$ cat src/hw/rcrs_pkg.sv
// Constants for the rate configuration port and result status bytes.
// Assumes a single 100 MHz clock and synchronous resets.
package rcrs_pkg;

  localparam logic [15:0] ADDR_RATE_CFG = 16'h03f7;
  localparam logic [15:0] ADDR_DATA = 16'h03f5;

  localparam logic [1:0] MODE_BASIC = 2'h0;
  localparam logic [1:0] MODE_EXT = 2'h1;
  localparam logic [1:0] MODE_ALT = 2'h3;

  localparam int RATE_LSB = 0;
  localparam int RATE_W = 2;
  localparam int PRECOMP_BIT = 2;
  localparam logic [1:0] RATE_500K = 2'h0;
  localparam logic [1:0] RATE_300K = 2'h1;
  localparam logic [1:0] RATE_250K = 2'h2;
  localparam logic [1:0] RATE_1M = 2'h3;
  localparam logic [1:0] RATE_RST = RATE_250K;
  localparam logic PRECOMP_RST = 1'b0;
  localparam logic DENSITY_RST = 1'b1;

  localparam logic [1:0] TERM_NORMAL = 2'h0;
  localparam logic [1:0] TERM_ABNORMAL = 2'h1;
  localparam logic [1:0] TERM_INVALID = 2'h2;
  localparam logic [1:0] TERM_POLL = 2'h3;

  localparam int S0_TERM_LSB = 6;
  localparam int S0_SEEK = 5;
  localparam int S0_EQUIP = 4;
  localparam int S0_HEAD = 2;
  localparam int S0_DRV_LSB = 0;
  localparam int S1_END = 7;
  localparam int S1_CRC = 5;
  localparam int S1_LATE = 4;
  localparam int S1_NOSEC = 2;
  localparam int S1_WPROT = 1;
  localparam int S1_MARK = 0;
  localparam int S2_MTYPE = 6;
  localparam int S2_DCRC = 5;
  localparam int S2_CYL = 4;
  localparam int S2_BAD = 1;
  localparam int S2_DMARK = 0;
  localparam logic [7:0] S0_MASK = 8'hf7;
  localparam logic [7:0] S1_MASK = 8'hb7;
  localparam logic [7:0] S2_MASK = 8'h73;

  localparam logic [6:0] RECAL_STEP_LIMIT = 7'h50;
  localparam logic [1:0] INDEX_LIMIT = 2'h2;
  localparam logic [7:0] BAD_TRACK = 8'hff;
  localparam logic [1:0] RESULT_LAST = 2'h2;

  typedef enum logic [2:0] {
    CMD_OTHER, CMD_READ_DATA, CMD_READ_DEL, CMD_WRITE,
    CMD_READ_ID, CMD_READ_TRACK, CMD_RECAL, CMD_REL_SEEK
  } rcrs_cmd_t;

endpackage

$ cat src/hw/rcrs_mem_if.sv
// Port bundle between the status controller and its result byte store.
// Assumes both ends run on the same clock.
`timescale 1ns/1ps
interface rcrs_mem_if;
  logic we;
  logic [1:0] waddr;
  logic [7:0] wdata;
  logic re;
  logic [1:0] raddr;
  logic [7:0] rdata;
  modport ctrl(output we, waddr, wdata, re, raddr, input rdata);
  modport store(input we, waddr, wdata, re, raddr, output rdata);
endinterface

$ cat src/hw/rcrs_result_mem.sv
// Four-byte store for captured result status, registered read data.
// Assumes the writer and reader never address the same word at once.
`timescale 1ns/1ps
module rcrs_result_mem (
  input wire logic mclk,
  input wire logic sys_rst,
  rcrs_mem_if.store port
);

  logic [7:0] mem_q [0:3];
  logic [7:0] rdata_q;

  always_ff @(posedge mclk) begin
    if (port.we) begin
      mem_q[port.waddr] <= port.wdata;
    end
  end

  always_ff @(posedge mclk) begin
    if (sys_rst) begin
      rdata_q <= 8'h00;
    end else if (port.re) begin
      rdata_q <= mem_q[port.raddr];
    end
  end

  assign port.rdata = rdata_q;

endmodule

$ cat src/hw/rcrs_top.sv
// Rate configuration port and result status byte encoder.
// Assumes host strobes are synchronous one-cycle pulses and the
// command core reports events as one-cycle pulses on mclk.
//
// How it works
// - Port write loads rate bits, reset 10
// - Alternate mode stores inert precomp-disable bit
// - Precomp bit readable only in alternate mode
// - Software reset keeps precomp bit
// - Density output high after hardware reset, then set by each port write
// - Result phase presents status bytes to host
// - Byte zero top bits give termination code
// - Byte zero bit5 marks seek completion
// - Byte zero bit4 flags recal/seek equipment fault
// - Byte zero reports head and drive number
// - Byte one bit7 past last sector
// - Byte one bit5 any CRC error
// - Byte one bit4 overrun or underrun
// - Byte one bit2 sector not found cases
// - Byte one bit1 write protect during writes
// - Byte one bit0 address mark missing
// - Unused status bits read zero
// - Byte two bit6 data mark type mismatch
// - Byte two bit5 payload CRC error
// - Byte two cylinder mismatch, bad track
// - Byte two bit0 data mark missing
// - Hardware reset gives 250K, software keeps
// - Mode field picks register compatibility mode
`timescale 1ns/1ps
module rcrs_top
  import rcrs_pkg::*;
(
  input wire logic mclk,
  input wire logic sys_rst,
  input wire logic oc_soft_rst,
  input wire logic rs_soft_rst,
  input wire logic [1:0] iface_mode,
  input wire logic [15:0] io_addr,
  input wire logic io_wr,
  input wire logic io_rd,
  input wire logic [7:0] io_wdata,
  output logic [7:0] io_rdata,
  output logic io_rvalid,
  output logic [1:0] rate_select,
  output logic precomp_disable,
  output logic density_select_out,
  output logic result_phase,
  input wire logic cmd_start,
  input wire rcrs_cmd_t cmd_kind,
  input wire logic exec_done,
  input wire logic [1:0] term_code,
  input wire logic seek_done_in,
  input wire logic head_addr_in,
  input wire logic [1:0] drive_number_in,
  input wire logic step_pulse,
  input wire logic step_out,
  input wire logic track_zero_in,
  input wire logic index_pulse_in,
  input wire logic id_mark_seen,
  input wire logic data_mark_seen,
  input wire logic data_mark_deleted,
  input wire logic data_mark_absent,
  input wire logic id_valid,
  input wire logic [7:0] id_track,
  input wire logic [7:0] cur_cylinder,
  input wire logic id_crc_err,
  input wire logic data_crc_err,
  input wire logic service_late,
  input wire logic past_last_sector,
  input wire logic terminal_count,
  input wire logic sector_miss,
  input wire logic id_read_fail,
  input wire logic track_seq_fail,
  input wire logic write_protect_in
);

  typedef enum logic [2:0] {
    S_IDLE, S_ST0, S_ST1, S_ST2, S_RES
  } rcrs_state_t;

  function automatic logic rcrs_takes_tc(input rcrs_cmd_t c);
    return c == CMD_READ_DATA || c == CMD_READ_DEL ||
           c == CMD_WRITE;
  endfunction

  function automatic logic [7:0] rcrs_pick(input logic [23:0] v,
                                           input logic [1:0] i);
    logic [7:0] b;
    b = v[7:0];
    case (i)
      2'h1: b = v[15:8];
      2'h2: b = v[23:16];
      default: b = v[7:0];
    endcase
    return b;
  endfunction

  rcrs_mem_if mif();

  rcrs_result_mem u_mem (
    .mclk(mclk),
    .sys_rst(sys_rst),
    .port(mif.store)
  );

  // Either software reset restarts the command side only
  logic core_rst;
  assign core_rst = sys_rst | oc_soft_rst | rs_soft_rst;

  // Host port decode
  logic sel_cfg;
  logic sel_data;
  logic cfg_wr;
  logic alt_mode;
  assign sel_cfg = io_addr == ADDR_RATE_CFG;
  assign sel_data = io_addr == ADDR_DATA;
  assign cfg_wr = io_wr & sel_cfg;
  assign alt_mode = iface_mode == MODE_ALT;

  // Rate configuration
  logic [1:0] rate_q;
  logic [1:0] rate_d;
  logic precomp_q;
  logic precomp_d;
  logic dens_q;
  logic dens_d;
  logic hi_dens;

  // Reserved bits are simply not stored; host must write zero
  assign rate_d = cfg_wr ? io_wdata[RATE_LSB +: RATE_W] : rate_q;
  // Stored but steers nothing in this block
  assign precomp_d = (cfg_wr & alt_mode) ?
                     io_wdata[PRECOMP_BIT] : precomp_q;
  assign hi_dens = rate_d == RATE_500K || rate_d == RATE_1M;
  // Density is active low in the alternate mode
  assign dens_d = cfg_wr ? (hi_dens ^ alt_mode) : dens_q;

  // Only the hardware reset touches these
  always_ff @(posedge mclk) begin
    if (sys_rst) begin
      rate_q <= RATE_RST;
      precomp_q <= PRECOMP_RST;
      dens_q <= DENSITY_RST;
    end else begin
      rate_q <= rate_d;
      precomp_q <= precomp_d;
      dens_q <= dens_d;
    end
  end

  // Command tracking
  logic active_q;
  rcrs_cmd_t cmd_q;

  always_ff @(posedge mclk) begin
    if (core_rst) begin
      active_q <= 1'b0;
      cmd_q <= CMD_OTHER;
    end else if (cmd_start) begin
      active_q <= 1'b1;
      cmd_q <= cmd_kind;
    end else if (exec_done) begin
      active_q <= 1'b0;
    end
  end

  logic is_rd_data;
  logic is_rd_del;
  logic is_write;
  logic is_recal;
  logic is_rseek;
  logic uses_id;
  assign is_rd_data = active_q && cmd_q == CMD_READ_DATA;
  assign is_rd_del = active_q && cmd_q == CMD_READ_DEL;
  assign is_write = active_q && cmd_q == CMD_WRITE;
  assign is_recal = active_q && cmd_q == CMD_RECAL;
  assign is_rseek = active_q && cmd_q == CMD_REL_SEEK;
  assign uses_id = active_q && cmd_q != CMD_OTHER &&
                   cmd_q != CMD_RECAL && cmd_q != CMD_REL_SEEK;

  // Recalibrate step counter; saturates so a stuck drive stays flagged
  logic [6:0] step_cnt_q;
  logic tz_seen_q;
  logic recal_fail;
  logic rseek_fail;

  always_ff @(posedge mclk) begin
    if (core_rst || cmd_start) begin
      step_cnt_q <= 7'h00;
      tz_seen_q <= 1'b0;
    end else begin
      if (is_recal && step_pulse && !track_zero_in &&
          step_cnt_q != RECAL_STEP_LIMIT) begin
        step_cnt_q <= step_cnt_q + 7'h01;
      end
      if (is_recal && track_zero_in) begin
        tz_seen_q <= 1'b1;
      end
    end
  end

  assign recal_fail = is_recal && step_cnt_q == RECAL_STEP_LIMIT &&
                      !track_zero_in && !tz_seen_q;
  assign rseek_fail = is_rseek & step_pulse & step_out &
                      track_zero_in;

  // Index pulse counting while searching for an identifier mark
  logic idx_prev_q;
  logic [1:0] idx_cnt_q;
  logic id_found_q;
  logic idx_edge;
  logic idx_miss;
  assign idx_edge = index_pulse_in & ~idx_prev_q;

  always_ff @(posedge mclk) begin
    if (core_rst) begin
      idx_prev_q <= 1'b0;
    end else begin
      idx_prev_q <= index_pulse_in;
    end
  end

  always_ff @(posedge mclk) begin
    if (core_rst || cmd_start) begin
      idx_cnt_q <= 2'h0;
      id_found_q <= 1'b0;
    end else begin
      if (uses_id && idx_edge && idx_cnt_q != INDEX_LIMIT) begin
        idx_cnt_q <= idx_cnt_q + 2'h1;
      end
      if (id_mark_seen) begin
        id_found_q <= 1'b1;
      end
    end
  end

  assign idx_miss = uses_id && idx_edge &&
                    idx_cnt_q == INDEX_LIMIT - 2'h1 &&
                    !id_found_q && !id_mark_seen;

  // Per-event decode
  logic cyl_diff;
  logic mtype;
  logic wprot;
  assign cyl_diff = active_q && id_valid &&
                    id_track != cur_cylinder;
  assign mtype = data_mark_seen &&
                 ((is_rd_data && data_mark_deleted) ||
                  (is_rd_del && !data_mark_deleted));
  assign wprot = is_write & write_protect_in;

  logic [7:0] ev1;
  logic [7:0] ev2;
  always_comb begin
    ev1 = 8'h00;
    ev2 = 8'h00;
    ev1[S1_END] = active_q & past_last_sector;
    ev1[S1_CRC] = active_q & (id_crc_err | data_crc_err);
    ev1[S1_LATE] = active_q & service_late;
    ev1[S1_NOSEC] = active_q &
                    (sector_miss | id_read_fail | track_seq_fail);
    ev1[S1_WPROT] = wprot;
    ev1[S1_MARK] = idx_miss | (active_q & data_mark_absent);
    ev2[S2_MTYPE] = mtype;
    ev2[S2_DCRC] = active_q & data_crc_err;
    ev2[S2_CYL] = cyl_diff;
    ev2[S2_BAD] = cyl_diff && id_track == BAD_TRACK;
    ev2[S2_DMARK] = active_q & data_mark_absent;
  end

  // Sticky accumulators: a same-cycle event beats the clear for all but equip_q
  logic [7:0] acc1_q;
  logic [7:0] acc1_d;
  logic [7:0] acc2_q;
  logic [7:0] acc2_d;
  logic tc_q;
  logic tc_d;
  logic seek_q;
  logic seek_d;
  logic equip_q;
  logic equip_d;
  logic equip_ev;

  assign equip_ev = recal_fail | rseek_fail;
  assign acc1_d = (cmd_start ? 8'h00 : acc1_q) | ev1;
  assign acc2_d = (cmd_start ? 8'h00 : acc2_q) | ev2;
  assign tc_d = (cmd_start ? 1'b0 : tc_q) |
                (active_q & terminal_count);
  // Seek results wait for the next status-reporting command
  assign seek_d = (exec_done ? 1'b0 : seek_q) | seek_done_in;
  // Fault level is taken into the captured byte, so here the clear wins
  assign equip_d = exec_done ? 1'b0 : (equip_q | equip_ev);

  always_ff @(posedge mclk) begin
    if (core_rst) begin
      acc1_q <= 8'h00;
      acc2_q <= 8'h00;
      tc_q <= 1'b0;
      seek_q <= 1'b0;
      equip_q <= 1'b0;
    end else begin
      acc1_q <= acc1_d;
      acc2_q <= acc2_d;
      tc_q <= tc_d;
      seek_q <= seek_d;
      equip_q <= equip_d;
    end
  end

  // Status bytes as seen at the end of execution
  logic end_no_tc;
  logic [7:0] st0_new;
  logic [7:0] st1_new;
  logic [7:0] st2_new;
  assign end_no_tc = rcrs_takes_tc(cmd_q) & ~tc_d;

  always_comb begin
    st0_new = 8'h00;
    st0_new[S0_TERM_LSB +: 2] = term_code;
    st0_new[S0_SEEK] = seek_q | seek_done_in;
    st0_new[S0_EQUIP] = equip_q | equip_ev;
    st0_new[S0_HEAD] = head_addr_in;
    st0_new[S0_DRV_LSB +: 2] = drive_number_in;
    st0_new = st0_new & S0_MASK;
    st1_new = acc1_d;
    st1_new[S1_END] = acc1_d[S1_END] | end_no_tc;
    st1_new = st1_new & S1_MASK;
    st2_new = acc2_d & S2_MASK;
  end

  // Result sequencing
  rcrs_state_t state_q;
  rcrs_state_t state_d;
  logic [23:0] snap_q;
  logic [1:0] rd_idx_q;
  logic [1:0] st_idx;
  logic storing;
  logic res_rd;
  logic res_last;

  assign res_rd = io_rd & sel_data & (state_q == S_RES);
  assign res_last = rd_idx_q == RESULT_LAST;
  assign storing = state_q == S_ST0 || state_q == S_ST1 ||
                   state_q == S_ST2;
  assign st_idx = state_q == S_ST1 ? 2'h1 :
                  state_q == S_ST2 ? 2'h2 : 2'h0;

  always_comb begin
    state_d = state_q;
    if (exec_done) begin
      state_d = S_ST0;
    end else begin
      case (state_q)
        S_IDLE: state_d = S_IDLE;
        S_ST0: state_d = S_ST1;
        S_ST1: state_d = S_ST2;
        S_ST2: state_d = S_RES;
        S_RES: begin
          if (res_rd && res_last) begin
            state_d = S_IDLE;
          end
        end
        default: state_d = S_IDLE;
      endcase
    end
  end

  // Snapshot is frozen until the next command ends
  always_ff @(posedge mclk) begin
    if (core_rst) begin
      state_q <= S_IDLE;
      snap_q <= 24'h000000;
      rd_idx_q <= 2'h0;
    end else begin
      state_q <= state_d;
      if (exec_done) begin
        snap_q <= {st2_new, st1_new, st0_new};
        rd_idx_q <= 2'h0;
      end else if (res_rd) begin
        rd_idx_q <= rd_idx_q + 2'h1;
      end
    end
  end

  assign mif.we = storing;
  assign mif.waddr = st_idx;
  assign mif.wdata = rcrs_pick(snap_q, st_idx);
  assign mif.re = res_rd;
  assign mif.raddr = rd_idx_q;

  // Read path: fixed two-cycle answer for every read strobe
  logic [7:0] imm_data;
  logic [7:0] imm_q;
  logic rd_pend_q;
  logic rd_mem_q;
  logic [7:0] rdata_q;
  logic rvalid_q;
  logic res_q;

  // Precomp bit is visible only in the alternate mode
  assign imm_data = (sel_cfg && alt_mode) ?
                    {5'h00, precomp_q, rate_q} : 8'h00;

  always_ff @(posedge mclk) begin
    if (core_rst) begin
      rd_pend_q <= 1'b0;
      rd_mem_q <= 1'b0;
      imm_q <= 8'h00;
      rdata_q <= 8'h00;
      rvalid_q <= 1'b0;
      res_q <= 1'b0;
    end else begin
      rd_pend_q <= io_rd;
      rd_mem_q <= res_rd;
      imm_q <= imm_data;
      rvalid_q <= rd_pend_q;
      res_q <= state_d == S_RES;
      if (rd_pend_q) begin
        rdata_q <= rd_mem_q ? mif.rdata : imm_q;
      end
    end
  end

  assign io_rdata = rdata_q;
  assign io_rvalid = rvalid_q;
  assign result_phase = res_q;
  assign rate_select = rate_q;
  assign precomp_disable = precomp_q;
  assign density_select_out = dens_q;

endmodule

$ cat config.mk
export PLATFORM = sky130hd
export DESIGN_NAME = rcrs_top
export DESIGN_NICKNAME = d
export VERILOG_FILES = /design/src/hw/rcrs_pkg.sv /design/src/hw/rcrs_mem_if.sv /design/src/hw/rcrs_result_mem.sv /design/src/hw/rcrs_top.sv
export SDC_FILE = /design/constraint.sdc
export NUM_CORES = 1
export LEC_CHECK = 0
export ABC_AREA = 1
export BUFFER_PORTS_ARGS = -buffer_cell sky130_fd_sc_hd__buf_2
export CAP_MARGIN = 20
export CELL_PAD_IN_SITES_DETAIL_PLACEMENT = 1
export CELL_PAD_IN_SITES_GLOBAL_PLACEMENT = 1
export CORE_AREA = 2 2 104 106
export CTS_CLUSTER_DIAMETER = 80
export DETAILED_ROUTE_END_ITERATION = 12
export DIE_AREA = 0 0 106 108
export PLACE_DENSITY_LB_ADDON = 0.1
export SLEW_MARGIN = 20
export SYNTH_ARGS = -nofsm -noshare
export SYNTH_HDL_FRONTEND = slang
export SYNTH_SLANG_ARGS = --single-unit
$ cat constraint.sdc
create_clock -name mclk -period 2.3 [get_ports mclk]
set_input_delay 0.345 -clock mclk [delete_from_list [all_inputs] [get_ports mclk]]
set_output_delay 0.345 -clock mclk [all_outputs]
set_load 0.005 [all_outputs]
==> results.cfg <==
[min_path]
hold_path_class = primary input to flip-flop
hold_depth = 2
min_to = rate_select[0]$_SDFF_PP0_
holdCritStartpoint = sys_rst

[clocking]
cts.path.max_buffers = 2
root_buffer = clkbuf_8
cts_max_level = 3
cts_resized = 0
cts_tree = built
path_clk_slew_ns = 0.10
clock_sinks = 106
clkLatencyLatePin_ns = 0.36
hold_buffers = 0
cts_setup_buffers = 0
numCtsBuffers = 9

[worst_setup_path]
max_stage_delay_ns = 0.40
worstSetupPathType = flip-flop to flip-flop
crit_path_frequent_cell = inv_1
reg2reg_depth = 6
worst-r2r-setup-slack_ns = 0.54
rr_startpoint = state_q[1]$_SDFF_PP0_
start_kind = flip-flop
crit_fanout = 8
worstPathCellList = inv_1, nor2_2, inv_1, nor2_2, inv_1, o221ai_1
critPathRequiredTime_ns = 2.39
r2r_end = u_mem.mem_q[3][5]$_DFFE_PP_
crit_arrival_ns = 1.86
end_kind = flip-flop
crit_path_top_delay_cell = o221ai_1

[sta]
period_needed_ns = 1.762
clock.fmax_ghz = 0.5674
setup_viol = 0
worstMarginPinSlew_ns = 0.7355
grt_setup_unrepaired = no
setup_tns_ns = 0
finalHoldViolCount = 0
period_share_pct = 76.62
fin_worst_skew_ns = 0.01220
slew_headroom_pct = 50.79
holdWs_ns = 0.1824
maxSlewViolCount = 0

[finish]
final_cells = 742
final_cell_area_sq_mm = 0.005215
nets = 683
drive_gt1_share_pct = 19.80
area.growth.synth_to_final_pct = 19.60
diodes = 0

[flow_run]
maxCapViolCount = 0

[die]
dieArea_sq_mm = 0.01145
rows = 37
ios = 91
die_y_microns = 108
die_w_microns = 106
initial_core_util_pct = 42.62
coreArea_sq_mm = 0.01023

[synth]
synth-edff-count = 28
synthesis.area_sq_mm = 0.004360
synth-main-ff-cell = dfxtp_1
synth-seq-cells = 106
async_reset_ff_share_pct = 0
synth_cells = 500
ys_types = 42
ys_seq_area_share_pct = 55.09
syn_area_per_cell_sq_um = 8.721
yosysWarnings = 0

[detailed_routing]
drt_iter0_drc = 81
ant_nets = 0
drc = 0
vias = 3677
drt_wl_total_mm = 10.53
via_per_inst = 4.956
wl_per_cell_microns = 14.20
firstDrtPassIters = 4

[place]
dpl.hpwl_mm = 8.155
place_area_sq_mm = 0.004984
portBuffers = 84
gp_congestion = 0.7836
dp.cells = 726

[grt]
grt_pass1_vias = 3776
grt.overflow.total = 0
grt_usage_pct = 19.05
grt_pass1_wl_mm = 17.51
antenna_found_initial = 0
grt_max_degree = 18

[run_status]
outcome = complete, no violations

[pwr]
vdd_ir_drop_max_mv = 0.3387
leakagePower_nw = 2.187
power_density_mw_per_mm2 = 643.8
finalPower_mw = 3.357
## through the flow
| stage | util (%) | setup WS (ns) |
|---|---|---|
| global placement | 48.71 | 0.5039 |
| floorplan | - | 0.7880 |
| global route | 50.97 | 0.3672 |
| finish | 50.97 | 0.5377 |
| detailed placement | 48.71 | 0.4543 |
| CTS | 50.97 | 0.5287 |
## layout by cell type (no fill, tap or decap), types with 14 or more instances in the layout
cell,Yosys,final
inv_1,69,69
nand3_1,14,14
nand2_1,74,74
buf_2,4,84
edfxtp_1,28,28
a21oi_1,35,35
o21ai_0,49,49
dfxtp_1,78,78
nor2_1,58,58
## how the worst max path moves through the flow
stage / to / slack, ns / from
after CTS: u_mem.mem_q[2][5]$_DFFE_PP_ / 0.53 / state_q[1]$_SDFF_PP0_
after floorplan: u_mem.mem_q[0][5]$_DFFE_PP_ / 0.79 / state_q[1]$_SDFF_PP0_
after global routing: u_mem.mem_q[1][5]$_DFFE_PP_ / 0.37 / state_q[1]$_SDFF_PP0_
after detailed placement: cmd_q[2]$_SDFFE_PP0P_ / 0.45 / sys_rst
final: u_mem.mem_q[3][5]$_DFFE_PP_ / 0.54 / state_q[1]$_SDFF_PP0_
after global placement: snap_q[17]$_SDFFE_PP0P_ / 0.50 / sys_rst
## logic make-up (layout without fill, tap and decap cells)
logic type | after synthesis | count (layout) | share of synthesized area, %
compound gates | 119 | 119 | 15.50
xor+xnor | 11 | 11 | 2.210
other cells | 1 | 8 | 0.08600
buf+inv | 79 | 178 | 7.174
flops | 106 | 106 | 55.09
simple gates | 179 | 179 | 18.51
fa+ha+maj | 5 | 5 | 1.435
## worst max-delay path, delay by kind of cell (launching register included)
family	cells	cell delay, ns
AND/OR/NAND/NOR	2	0.48
AO/OA/AOI/OAI	1	0.40
flip-flops	1	0.36
buffers and inverters	3	0.25
## synth_stat cells, drive strengths merged, types with 2 or more instances
cell | instances | area [sq um]
a21oi | 35 | 175.2
a22oi | 6 | 45.04
buf | 6 | 38.79
clkbuf | 2 | 7.510
clkinv | 2 | 7.510
dfxtp | 78 | 1562
edfxtp | 28 | 840.8
ha | 5 | 62.56
inv | 69 | 259.0
nand2 | 76 | 295.3
nand3 | 17 | 107.6
nand4 | 10 | 62.56
nor2 | 65 | 266.5
nor3 | 6 | 41.29
nor3b | 2 | 15.01
o211ai | 3 | 22.52
o21a | 4 | 30.03
o21ai | 49 | 245.2
o22a | 4 | 35.03
o22ai | 11 | 68.82
xnor2 | 8 | 70.07
xor2 | 3 | 26.28
## where the power goes
part           internal [mW]  switching [mW]
registers               1.92         0.00917
clock network          0.635           0.621
logic                 0.0761          0.0924
total                   2.64           0.722
## state kept, by name (all words and copies together) (netlist names), 2 cells and up
signal            flops
u_mem.mem_q          28
snap_q               18
io_rdata              7
step_cnt_q            7
u_mem.port.rdata      7
acc1_q                6
acc2_q                5
cmd_q                 3
imm_q                 3
state_q               3
idx_cnt_q             2
mif.raddr             2
rate_select           2
## cell type report
class	instances	area, sq um
clock buffer	12	176.4
clock inverter	4	55.05
fill	1273	5016
inverter	71	266.5
multi-input combinational	322	1672
sequential	106	2402
tap	136	170.2
timing repair buffer	91	473.0
## routing by layer
layer	track usage (%)	share of wire (%)
met3	2.712	2.7
met2	34.65	51
met5	0	0
met1	23.80	45
met4	5.075	1.1
(Power assumes the default switching activity.)
